## src/verilog/frag_regs.svh

```systemverilog
/*
 * Register offsets, field layouts, reset values and timing counts of the
 * flash region access guard. Assumes a 32-bit register port with word
 * addressing in bytes and a flash of FRAG_FLASH_BYTES bytes.
 */
`ifndef FRAG_REGS_SVH
`define FRAG_REGS_SVH

// ****************************************************************
// Geometry
// ****************************************************************
`define FRAG_NUM_REGIONS 4
`define FRAG_ADDR_W 20
`define FRAG_PERMISSION_REG_W 2
`define FRAG_FLASH_BYTES 21'h100000
`define FRAG_PAGE_BITS 12
`define FRAG_ZERO_ADDR 20'h00000
`define FRAG_ZERO_PERMISSION_REG 2'h0

// ****************************************************************
// Register map: region n at base + n * stride
// ****************************************************************
`define FRAG_REG_BASE 8'h00
`define FRAG_REG_STRIDE 8'h10
`define FRAG_OFS_START 4'h0
`define FRAG_OFS_LENGTH 4'h4
`define FRAG_OFS_PERMISSION_REG 4'h8
`define FRAG_OFS_STATUS 4'hc

// ****************************************************************
// Permission bits: a set bit forbids the access
// ****************************************************************
`define FRAG_PERMISSION_REG_NO_WRITE 1
`define FRAG_PERMISSION_REG_NO_READ 2

// ****************************************************************
// Timing
// ****************************************************************
`define FRAG_ARM_DELAY 2'h2

`endif

```

## src/verilog/frag_pkg.sv

```systemverilog
/*
 * Types of the flash region access guard.
 * Assumes frag_regs.svh is compiled before this package.
 */
`include "frag_regs.svh"

package frag_pkg;

    // Configuration of one region and its write-once marks
    typedef struct packed {
        logic [`FRAG_ADDR_W-1:0] start;
        logic [`FRAG_ADDR_W:0] length;
        logic [`FRAG_PERMISSION_REG_W-1:0] permission_reg;
        logic start_wr;
        logic length_wr;
        logic permission_reg_wr;
        logic [1:0] arm_cnt;
        logic enforced;
    } frag_region_s;

    // Register port request
    typedef struct packed {
        logic [7:0] addr;
        logic [31:0] wdata;
        logic wr;
        logic rd;
    } frag_reg_req_s;

    // One flash access from a bus master
    typedef struct packed {
        logic valid;
        logic write;
        logic debug;
        logic [`FRAG_ADDR_W-1:0] addr;
        logic [31:0] wdata;
    } frag_acc_s;

    typedef enum logic [1:0] {
        FRAG_ST_IDLE = 2'h1,
        FRAG_ST_READ = 2'h2
    } frag_rd_state_e;

endpackage : frag_pkg

```

## src/verilog/frag_guard.sv

```systemverilog
/*
 * Flash region access guard: write-once region registers and the access
 * filter between the bus masters and the flash array.
 * Assumes flash reads return data in the cycle of the forwarded request and that the
 * register port and the master port are synchronous to clk.
 */
`timescale 1ns/10ps
`include "frag_regs.svh"

// Overview of operation
// - A region is enforced two clock cycles after all three registers are written.
// - Enforce only with page-aligned valid start and nonzero length and permission.
// - Each start, length and permission register takes only the first write.
// - Only reset clears the configuration registers.
// - Debugger reads inside a read-protected region return zero.
// - Debugger writes inside a write-protected region are dropped.
module frag_guard (
    input wire logic clk,
    input wire logic reset_n,
    input wire frag_pkg::frag_reg_req_s reg_req,
    output logic [31:0] reg_rdata,
    input wire frag_pkg::frag_acc_s acc,
    output frag_pkg::frag_acc_s flash_acc,
    input wire logic [31:0] flash_rdata,
    output logic [31:0] acc_rdata,
    output logic acc_denied
);

    // ****************************************************************
    // State
    // ****************************************************************
    // Everything the guard remembers but acc_rdata sits in one record, registered in
    // one place, so a reset cannot miss a field
    typedef struct packed {
        frag_pkg::frag_region_s [`FRAG_NUM_REGIONS-1:0] rgn;
        logic [31:0] rdata;
        frag_pkg::frag_acc_s flash;
        logic rd_zero;
        logic denied;
        frag_pkg::frag_rd_state_e rd_st;
    } frag_state_s;

    // Present and next copy of the record
    frag_state_s st_r;
    frag_state_s st_nxt;
    logic [31:0] out_rdata;

    // Region index and register offset of a port address
    // Indices above the last region match nothing and read as zero
    function automatic logic [3:0] reg_ofs(input logic [7:0] a);
        reg_ofs = a[3:0];
    endfunction : reg_ofs

    function automatic logic [3:0] reg_idx(input logic [7:0] a);
        reg_idx = a[7:4];
    endfunction : reg_idx

    // Does an enforced region cover this address
    // One bit wider than the address, so the end of the top page cannot wrap
    function automatic logic covers(input frag_pkg::frag_region_s r, input logic [`FRAG_ADDR_W-1:0] a);
        logic [`FRAG_ADDR_W:0] ofs;
        ofs = {1'b0, a} - {1'b0, r.start};
        covers = r.enforced && (a >= r.start) && (ofs < r.length);
    endfunction : covers

    // Validity of the written triple; the length ceiling is on software
    // A misaligned start leaves the region idle rather than rounding it
    function automatic logic triple_ok(input frag_pkg::frag_region_s r);
        triple_ok = r.start_wr && r.length_wr && r.permission_reg_wr
            && (r.start[`FRAG_PAGE_BITS-1:0] == '0)
            && (r.length != '0) && (r.permission_reg != `FRAG_ZERO_PERMISSION_REG);
    endfunction : triple_ok

    // ****************************************************************
    // Next state
    // ****************************************************************
    always_comb begin
        logic no_rd;
        logic no_wr;
        logic hit;
        st_nxt = st_r;
        no_rd = 1'b0;
        no_wr = 1'b0;
        hit = 1'b0;
        // Read data stand for one cycle only, then fall back to zero
        st_nxt.rdata = '0;
        // Region registers; writes after the first are ignored, not errored
        // Software sees no error, so boot code must read status back
        for (int i = 0; i < `FRAG_NUM_REGIONS; i++) begin
            if (reg_req.wr && reg_idx(reg_req.addr) == 4'(i)) begin
                unique case (reg_ofs(reg_req.addr))
                    `FRAG_OFS_START: if (!st_r.rgn[i].start_wr) begin
                        st_nxt.rgn[i].start = reg_req.wdata[`FRAG_ADDR_W-1:0];
                        st_nxt.rgn[i].start_wr = 1'b1;
                    end
                    `FRAG_OFS_LENGTH: if (!st_r.rgn[i].length_wr) begin
                        st_nxt.rgn[i].length = reg_req.wdata[`FRAG_ADDR_W:0];
                        st_nxt.rgn[i].length_wr = 1'b1;
                    end
                    `FRAG_OFS_PERMISSION_REG: if (!st_r.rgn[i].permission_reg_wr) begin
                        st_nxt.rgn[i].permission_reg = reg_req.wdata[`FRAG_PERMISSION_REG_W-1:0];
                        st_nxt.rgn[i].permission_reg_wr = 1'b1;
                    end
                    default: ;
                endcase
            end
            // Arming countdown; bad triples never arm
            // The count stops once enforced, so the flag never drops before reset
            if (triple_ok(st_r.rgn[i]) && !st_r.rgn[i].enforced) begin
                if (st_r.rgn[i].arm_cnt == `FRAG_ARM_DELAY - 2'h1)
                    st_nxt.rgn[i].enforced = 1'b1;
                else
                    st_nxt.rgn[i].arm_cnt = st_r.rgn[i].arm_cnt + 2'h1;
            end
            // Read-back of the stored fields and of the status word
            if (reg_req.rd && reg_idx(reg_req.addr) == 4'(i)) begin
                unique case (reg_ofs(reg_req.addr))
                    `FRAG_OFS_START: st_nxt.rdata = 32'(st_r.rgn[i].start);
                    `FRAG_OFS_LENGTH: st_nxt.rdata = 32'(st_r.rgn[i].length);
                    `FRAG_OFS_PERMISSION_REG: st_nxt.rdata = 32'(st_r.rgn[i].permission_reg);
                    `FRAG_OFS_STATUS: st_nxt.rdata = {28'h0, st_r.rgn[i].enforced,
                        st_r.rgn[i].permission_reg_wr, st_r.rgn[i].length_wr, st_r.rgn[i].start_wr};
                    default: st_nxt.rdata = '0;
                endcase
            end
            // Union of all covering regions' restrictions
            // A bit set by any covering region forbids the access
            if (covers(st_r.rgn[i], acc.addr)) begin
                hit = 1'b1;
                no_rd = no_rd | st_r.rgn[i].permission_reg[`FRAG_PERMISSION_REG_NO_READ-1];
                no_wr = no_wr | st_r.rgn[i].permission_reg[`FRAG_PERMISSION_REG_NO_WRITE-1];
            end
        end
        // Filter: same treatment for debugger and other masters
        // The master kind is passed on but never tested: no master gains
        // what a debugger is refused, and the filter stays one level deep
        st_nxt.flash = acc;
        st_nxt.denied = 1'b0;
        st_nxt.rd_zero = 1'b0;
        st_nxt.rd_st = frag_pkg::FRAG_ST_IDLE;
        if (acc.valid && acc.write && hit && no_wr) begin
            st_nxt.flash.valid = 1'b0;
            st_nxt.denied = 1'b1;
        end
        if (acc.valid && !acc.write) begin
            st_nxt.rd_st = frag_pkg::FRAG_ST_READ;
            if (hit && no_rd) begin
                st_nxt.flash.valid = 1'b0;
                st_nxt.rd_zero = 1'b1;
                st_nxt.denied = 1'b1;
            end
        end
    end

    // Registered outputs; reset is the only clear path
    // The reset branch loads constants only; no other path clears a region
    always_ff @(posedge clk or negedge reset_n) begin
        if (!reset_n) begin
            st_r <= '0;
            st_r.rd_st <= frag_pkg::FRAG_ST_IDLE;
            acc_rdata <= '0;
        end else begin
            st_r <= st_nxt;
            acc_rdata <= out_rdata;
        end
    end

    // Read data of a read accepted last cycle; zero where it was refused
    // Flash data are taken in the cycle of the forwarded read, as the array answers at once
    always_comb begin
        out_rdata = '0;
        if (st_r.rd_st == frag_pkg::FRAG_ST_READ && !st_r.rd_zero)
            out_rdata = flash_rdata;
    end

    // Every output but acc_rdata is a field of the registered record
    assign reg_rdata = st_r.rdata;
    assign flash_acc = st_r.flash;
    assign acc_denied = st_r.denied;

    // ****************************************************************
    // Checks
    // ****************************************************************
    // A write that the filter refuses must not reach the array
    a_write_dropped: assert property (@(posedge clk) disable iff (!reset_n)
        (acc.valid && acc.write && st_nxt.denied) |=> !flash_acc.valid)
        else $error("Forbidden write reached flash");

    // A refused read answers zero one cycle after the refusal
    a_read_zero: assert property (@(posedge clk) disable iff (!reset_n)
        (st_r.rd_zero) |=> (acc_rdata == '0))
        else $error("Forbidden read returned data");

    // Region 0 keeps the start it took first
    a_once_start: assert property (@(posedge clk) disable iff (!reset_n)
        (st_r.rgn[0].start_wr) |=> $stable(st_r.rgn[0].start))
        else $error("Start register changed after first write");

    // Region 0 arms exactly two cycles after its triple becomes valid
    a_arm_delay: assert property (@(posedge clk) disable iff (!reset_n)
        ($rose(triple_ok(st_r.rgn[0])) && !st_r.rgn[0].enforced) |-> !st_r.rgn[0].enforced ##2 st_r.rgn[0].enforced)
        else $error("Region not enforced two cycles after setup");

    // An enforced region 0 never has an empty length or permission
    a_bad_triple: assert property (@(posedge clk) disable iff (!reset_n)
        st_r.rgn[0].enforced |-> (st_r.rgn[0].permission_reg != '0 && st_r.rgn[0].length != '0))
        else $error("Invalid region enforced");

    // Only reset takes enforcement away
    a_no_clear: assert property (@(posedge clk) disable iff (!reset_n)
        $past(st_r.rgn[0].enforced) |-> st_r.rgn[0].enforced)
        else $error("Enforcement cleared without reset");

    // A read forbidden by region 0 is refused whatever other regions allow
    a_union_rd: assert property (@(posedge clk) disable iff (!reset_n)
        (acc.valid && !acc.write && covers(st_r.rgn[0], acc.addr) && st_r.rgn[0].permission_reg[1]) |=> acc_denied)
        else $error("Overlap did not combine restrictions");

    // Processor writes get the debugger's treatment
    a_cpu_write: assert property (@(posedge clk) disable iff (!reset_n)
        (acc.valid && acc.write && !acc.debug && covers(st_r.rgn[0], acc.addr) && st_r.rgn[0].permission_reg[0])
        |=> (acc_denied && !flash_acc.valid))
        else $error("Forbidden processor write not dropped");

    // A zeroed read is never forwarded to the array
    a_zero_quiet: assert property (@(posedge clk) disable iff (!reset_n)
        st_r.rd_zero |-> !flash_acc.valid)
        else $error("Refused read was forwarded to flash");

    // A refused write is never forwarded to the array
    a_drop_quiet: assert property (@(posedge clk) disable iff (!reset_n)
        (acc_denied && flash_acc.write) |-> !flash_acc.valid)
        else $error("Refused write was forwarded to flash");

    // ****************************************************************
    // Per-region checks
    // ****************************************************************
    // One copy per region, so a fault in regions 1 to 3 cannot hide
    // behind a sound region 0
    for (genvar g = 0; g < `FRAG_NUM_REGIONS; g++) begin : g_rgn_chk
        // A written start never moves again until reset
        a_keep_start: assert property (@(posedge clk) disable iff (!reset_n)
            st_r.rgn[g].start_wr |=> $stable(st_r.rgn[g].start))
            else $error("Start register moved after first write");

        // The length register takes the first write only
        a_once_length: assert property (@(posedge clk) disable iff (!reset_n)
            st_r.rgn[g].length_wr |=> $stable(st_r.rgn[g].length))
            else $error("Length register moved after first write");

        // The permission register takes the first write only
        a_once_permission_reg: assert property (@(posedge clk) disable iff (!reset_n)
            st_r.rgn[g].permission_reg_wr |=> $stable(st_r.rgn[g].permission_reg))
            else $error("Permission register moved after first write");

        // Enforcement needs all three registers written
        a_all_written: assert property (@(posedge clk) disable iff (!reset_n)
            st_r.rgn[g].enforced |-> (st_r.rgn[g].start_wr && st_r.rgn[g].length_wr && st_r.rgn[g].permission_reg_wr))
            else $error("Region enforced before its triple was written");

        // Enforcement needs a page-aligned start
        a_page_aligned: assert property (@(posedge clk) disable iff (!reset_n)
            st_r.rgn[g].enforced |-> (st_r.rgn[g].start[`FRAG_PAGE_BITS-1:0] == '0))
            else $error("Misaligned region enforced");

        // Enforcement needs nonzero length and permission
        a_nonzero_fields: assert property (@(posedge clk) disable iff (!reset_n)
            st_r.rgn[g].enforced |-> (st_r.rgn[g].length != '0 && st_r.rgn[g].permission_reg != '0))
            else $error("Empty region enforced");

        // Arming takes exactly the two-cycle countdown
        a_arm_count: assert property (@(posedge clk) disable iff (!reset_n)
            (triple_ok(st_r.rgn[g]) && !st_r.rgn[g].enforced && st_r.rgn[g].arm_cnt == '0)
            |=> (!st_r.rgn[g].enforced ##1 st_r.rgn[g].enforced))
            else $error("Region armed off the two-cycle count");

        // Once enforced, a region stays enforced until reset
        a_flag_kept: assert property (@(posedge clk) disable iff (!reset_n)
            st_r.rgn[g].enforced |=> st_r.rgn[g].enforced)
            else $error("Region enforcement dropped without reset");

        // Any covering region that forbids writes refuses the write
        a_union_wr: assert property (@(posedge clk) disable iff (!reset_n)
            (acc.valid && acc.write && covers(st_r.rgn[g], acc.addr) && st_r.rgn[g].permission_reg[`FRAG_PERMISSION_REG_NO_WRITE-1])
            |=> (acc_denied && !flash_acc.valid))
            else $error("Covering region did not refuse the write");

        // Processor reads of a read-protected region are refused as well
        a_cpu_read: assert property (@(posedge clk) disable iff (!reset_n)
            (acc.valid && !acc.write && !acc.debug && covers(st_r.rgn[g], acc.addr)
            && st_r.rgn[g].permission_reg[`FRAG_PERMISSION_REG_NO_READ-1]) |=> (acc_denied && !flash_acc.valid && st_r.rd_zero))
            else $error("Forbidden processor read not refused");

        // Debugger reads of a read-protected region answer zero
        a_dbg_read: assert property (@(posedge clk) disable iff (!reset_n)
            (acc.valid && !acc.write && acc.debug && covers(st_r.rgn[g], acc.addr)
            && st_r.rgn[g].permission_reg[`FRAG_PERMISSION_REG_NO_READ-1]) |=> ##1 (acc_rdata == '0))
            else $error("Forbidden debugger read returned data");

        // Debugger writes to a write-protected region are dropped
        a_dbg_write: assert property (@(posedge clk) disable iff (!reset_n)
            (acc.valid && acc.write && acc.debug && covers(st_r.rgn[g], acc.addr)
            && st_r.rgn[g].permission_reg[`FRAG_PERMISSION_REG_NO_WRITE-1]) |=> (acc_denied && !flash_acc.valid))
            else $error("Forbidden debugger write not dropped");

        // Processor writes to a write-protected region are dropped
        a_cpu_drop: assert property (@(posedge clk) disable iff (!reset_n)
            (acc.valid && acc.write && !acc.debug && covers(st_r.rgn[g], acc.addr)
            && st_r.rgn[g].permission_reg[`FRAG_PERMISSION_REG_NO_WRITE-1]) |=> (acc_denied && !flash_acc.valid))
            else $error("Forbidden processor write reached flash");
    end

endmodule : frag_guard

```

## config.mk

```make
export PLATFORM = sky130hd
export DESIGN_NAME = frag_guard
export DESIGN_NICKNAME = d
export VERILOG_FILES = /design/src/verilog/frag_pkg.sv /design/src/verilog/frag_guard.sv
export VERILOG_INCLUDE_DIRS = /design/src /design/src/verilog
export SDC_FILE = /design/constraint.sdc
export NUM_CORES = 1
export LEC_CHECK = 0
export ABC_AREA = 1
export BUFFER_PORTS_ARGS = -buffer_cell sky130_fd_sc_hd__clkbuf_2
export CAP_MARGIN = 20
export CORE_MARGIN = 5
export CORE_UTILIZATION = 45
export CTS_CLUSTER_SIZE = 28
export DETAILED_ROUTE_END_ITERATION = 16
export PLACE_DENSITY = 0.79
export SLEW_MARGIN = 20
export SYNTH_ARGS = -nofsm -noshare
export SYNTH_HDL_FRONTEND = slang
export SYNTH_SLANG_ARGS = --single-unit
```

## constraint.sdc

```tcl
create_clock -name clk -period 3.2 [get_ports clk]
set_input_delay 0.16 -clock clk [delete_from_list [all_inputs] [get_ports clk]]
set_output_delay 0.16 -clock clk [all_outputs]
set_load 0.05 [all_outputs]
```

==> results.md <==
* Cts bufs inserted at 35
* Initial antenna violation count at 1
* Skew final at 0.02061 ns
* Worst-margin pin slew at 0.9450 ns
* Die width at 216.4 um
* Synth unique cells at 46
* Pwr Total at 0.009920 W
* Ranking of synthesized cells by area: dfrtp_1 (40%), ha_1 (11%), nand2_1 (9.9%)
* Clk root buf: clkbuf_16
* Endpoints failing setup at 3
* Ys Warns at 0
* Largest net degree at the start of global routing at 89
* Synth Flop Type: dfrtp_1
* Worst-path maximum fanout at 3
* Post-synth EDFFs at 0
* RSZ-0062 raised after global routing: yes
* Vias in the first global route at 18450
* Leakage at 12.12 nW
* Post-DR wirelength/cell at 19.56 um
* DR pass1 iterations at 5
* Status: finished, violations left
* Syn avg cell area at 8.001 sq um
* Clk_lat worst skew at 0.55 ns
* Grt ovf at 0
* Pre-CTS WS at -0.5432 ns
* Worst Path Required at about 3.7 ns
* Critical Path Start Type: flop
* PwrDens at 400.9 nW/um^2
* Core Area at 42040 sq um
* Worst rel slew slack at between 30% and 40%
* Die span in y at 216.4 um
* Crit path DAT at between 3 and 4 ns
* H-tree depth at 2
* Worst setup margin at -0.2772 ns
* I/O Pins at 251
* Global Route Usage Sum at 27.98%
* Layout area overhead at 29.13%
* 1st-iter DRT viols at 1888
* Synth Instances at 2395
* Critical path class: flop to flop
* Seq/Total Area, Yosys at 40.23%
* Clk pin slew, worst setup/hold paths at 0.06 ns
* Largest area contributor in the netlist: dfrtp_1
* # fillers at 3665
* Final Hold Fails at 0
* Clock tree buffer depth at 3
* ANT nets after route at 0
* Final period utilization at 108.7%
* Clock Sinks at 308
* Share of layout cells above drive strength 1 at 24.47%
* Final Net Count at 3188
* Row cnt at 75
* Final Critical Period at 3.477 ns
* Critical Path End Type: flop
* Peak supply drop at around 0.33 mV
* Post-Syn Area at 19160 sq um
* Diode count at 0
* CTS tree: yes
* First-pass GRT wire length at between 100000 and 150000 um
* DRC at 0
* Maxcap violations at 0
* Fmax at 0.2876 GHz
* Max Slew Vio Count at 0
* Input/output buffers at between 200 and 250
* Placer Congestion at 0.9755
* Hpwl dp at 50710 um
* Via count at 18610
* Synthesized flop and latch total at 308
* Worst hold-check path type: input port to flop
* Final wirelength at 67540 um
* Failing checks: negative setup slack
* Die area at 46810 sq um
* Starting Density at 45.58%
* Share of the synthesized area in the top cell type at 40.09%
* Asr flop ratio synth at 100.0%
* Vias per cell at 5.391
==> Yosys cell counts (8+ instances only) <==
cell type and instances:
a21o_1 13, a21oi_1 94, a221oi_1 30, a31oi_1 11
buf_2 11, buf_4 88, clkbuf_1 51, dfrtp_1 307
ha_1 164, inv_1 359, nand2_1 504, nand2_2 11
nand3_1 44, nand3_2 8, nand4_1 53, nor2_1 158
nor3_1 10, nor4_1 21, o21ai_0 249, o21ai_2 10
o22ai_1 64, xnor2_1 34, xor2_1 40
==> where the power goes <==
| group | internal [W] | switching [W] |
|---|---|---|
| logic | 0.000703 | 0.00107 |
| registers | 0.00394 | 0.0000171 |
| clock network | 0.00250 | 0.00168 |
==> state kept, by name (all words and copies together) (netlist names) <==
| register | count |
|---|---|
| reg_rdata | 21 |
| acc_rdata | 32 |
| st_r | 199 |
| acc_denied | 1 |
| flash_acc | 55 |
==> layout by cell type, fill, tap and decap left out, drive strengths merged <==
master	netlist	final
o21a	6	6
o21ai	263	263
nand4	53	53
o31ai	1	1
a31oi	11	11
a31o	4	4
nand3	52	52
a21o	13	13
a221oi	30	30
clkinv	1	7
ha	164	164
xor2	40	40
inv	360	362
conb	1	11
clkinvlp	0	5
buf	102	302
o22ai	64	64
a211oi	4	4
o21bai	6	6
nand3b	1	1
o211ai	5	5
a221o	1	1
or3	1	1
dlygate4sd3	0	71
a21oi	101	101
or3b	1	1
xnor2	34	34
clkbuf	51	273
fa	4	4
bufinv	0	3
dfrtp	307	307
a211o	2	2
dfstp	1	1
nor3	10	10
nand2	515	515
nor2	163	163
nor4	21	21
a21boi	2	2
==> worst paths after layout <==
check	startpoint	end	slack [ns]	cells after the start
max in group asynchronous	reset_n	st_r[230]	1.99	3
max reg2reg	st_r[272]	flash_acc[54]	-0.28	22
min reg2reg	st_r[239]	st_r[239]	0.48	1
min in group asynchronous	reset_n	flash_acc[30]	0.25	2
max	st_r[272]	flash_acc[54]	-0.28	22
min	reg_req[22]	st_r[168]	0.03	3
==> stage by stage <==
step	setup TNS [ns]	utilization (%)	instance area [sq um]	cells	hold WS [ns]
2_1_floorplan	0	-	19200	2405	-0.1356
3_3_place_gp	-1.204	53.18	22360	3307	0.2132
3_5_place_dp	-1.509	53.18	22360	3307	0.2266
4_1_cts	-0.5368	57.99	24380	3445	0.001450
5_1_grt	-1.204	58.86	24750	3453	0.005719
6_report	-0.7149	58.86	24750	3453	0.02802
==> layout make-up <==
class / count / area, sq um / area share [%]
clock buffer: 46 / 1020 / 4.121
clock inverter: 16 / 178.9 / 0.7230
inverter: 361 / 1355 / 5.476
multi-input combinational: 1583 / 9599 / 38.79
sequential: 308 / 7710 / 31.16
tap: 539 / 674.4 / 2.725
timing repair buffer: 600 / 4209 / 17.01
==> what timing repair did <==
action | 4_1_cts | 5_1_grt
endpoints found under the hold margin | 154 | 0
setup endpoints to repair | 3 | 3
pin swaps | 19 | 32
setup buffers | 5 | 8
gates resized for setup | 24 | 60
hold buffers | 71 | 0
==> critical path: stages (launching register included) <==
cell     delay (ns)
dfrtp_1        0.37
inv_1          0.16
ha_4           0.23
buf_4          0.14
nand2_1        0.10
nor2_1         0.08
o21a_1         0.18
o31ai_1        0.25
nand3_1        0.22
xor2_1         0.20
ha_1           0.30
nand3_1        0.19
nor2_2         0.21
nand2_1        0.06
nor2_1         0.12
nor2_2         0.07
nand3_2        0.06
nand2_1        0.06
nor2_1         0.11
nor2_2         0.04
nand2_1        0.07
nand2_2        0.06
nor2_2         0.08
==> metal layers <==
metal  track usage [%]  share of wire [%]  up-vias
li1                  -                  -     8797
met1             37.08                 42     8720
met2             45.52                 45      925
met3             5.331                8.9      170
met4             11.21                4.5        2
met5                 0              0.019        -
==> logic make-up after synthesis <==
group	count (synthesis)	synth area share [%]
AOI/OAI and AO/OA	513	15.53
xor gates and xnor gates	74	3.382
adders and majority gates	168	11.13
buffers and inverters	514	11.86
DFF	308	40.23
other	1	0.01957
and+or+nand+nor	817	17.85
Power figures use the tool's default switching activity.
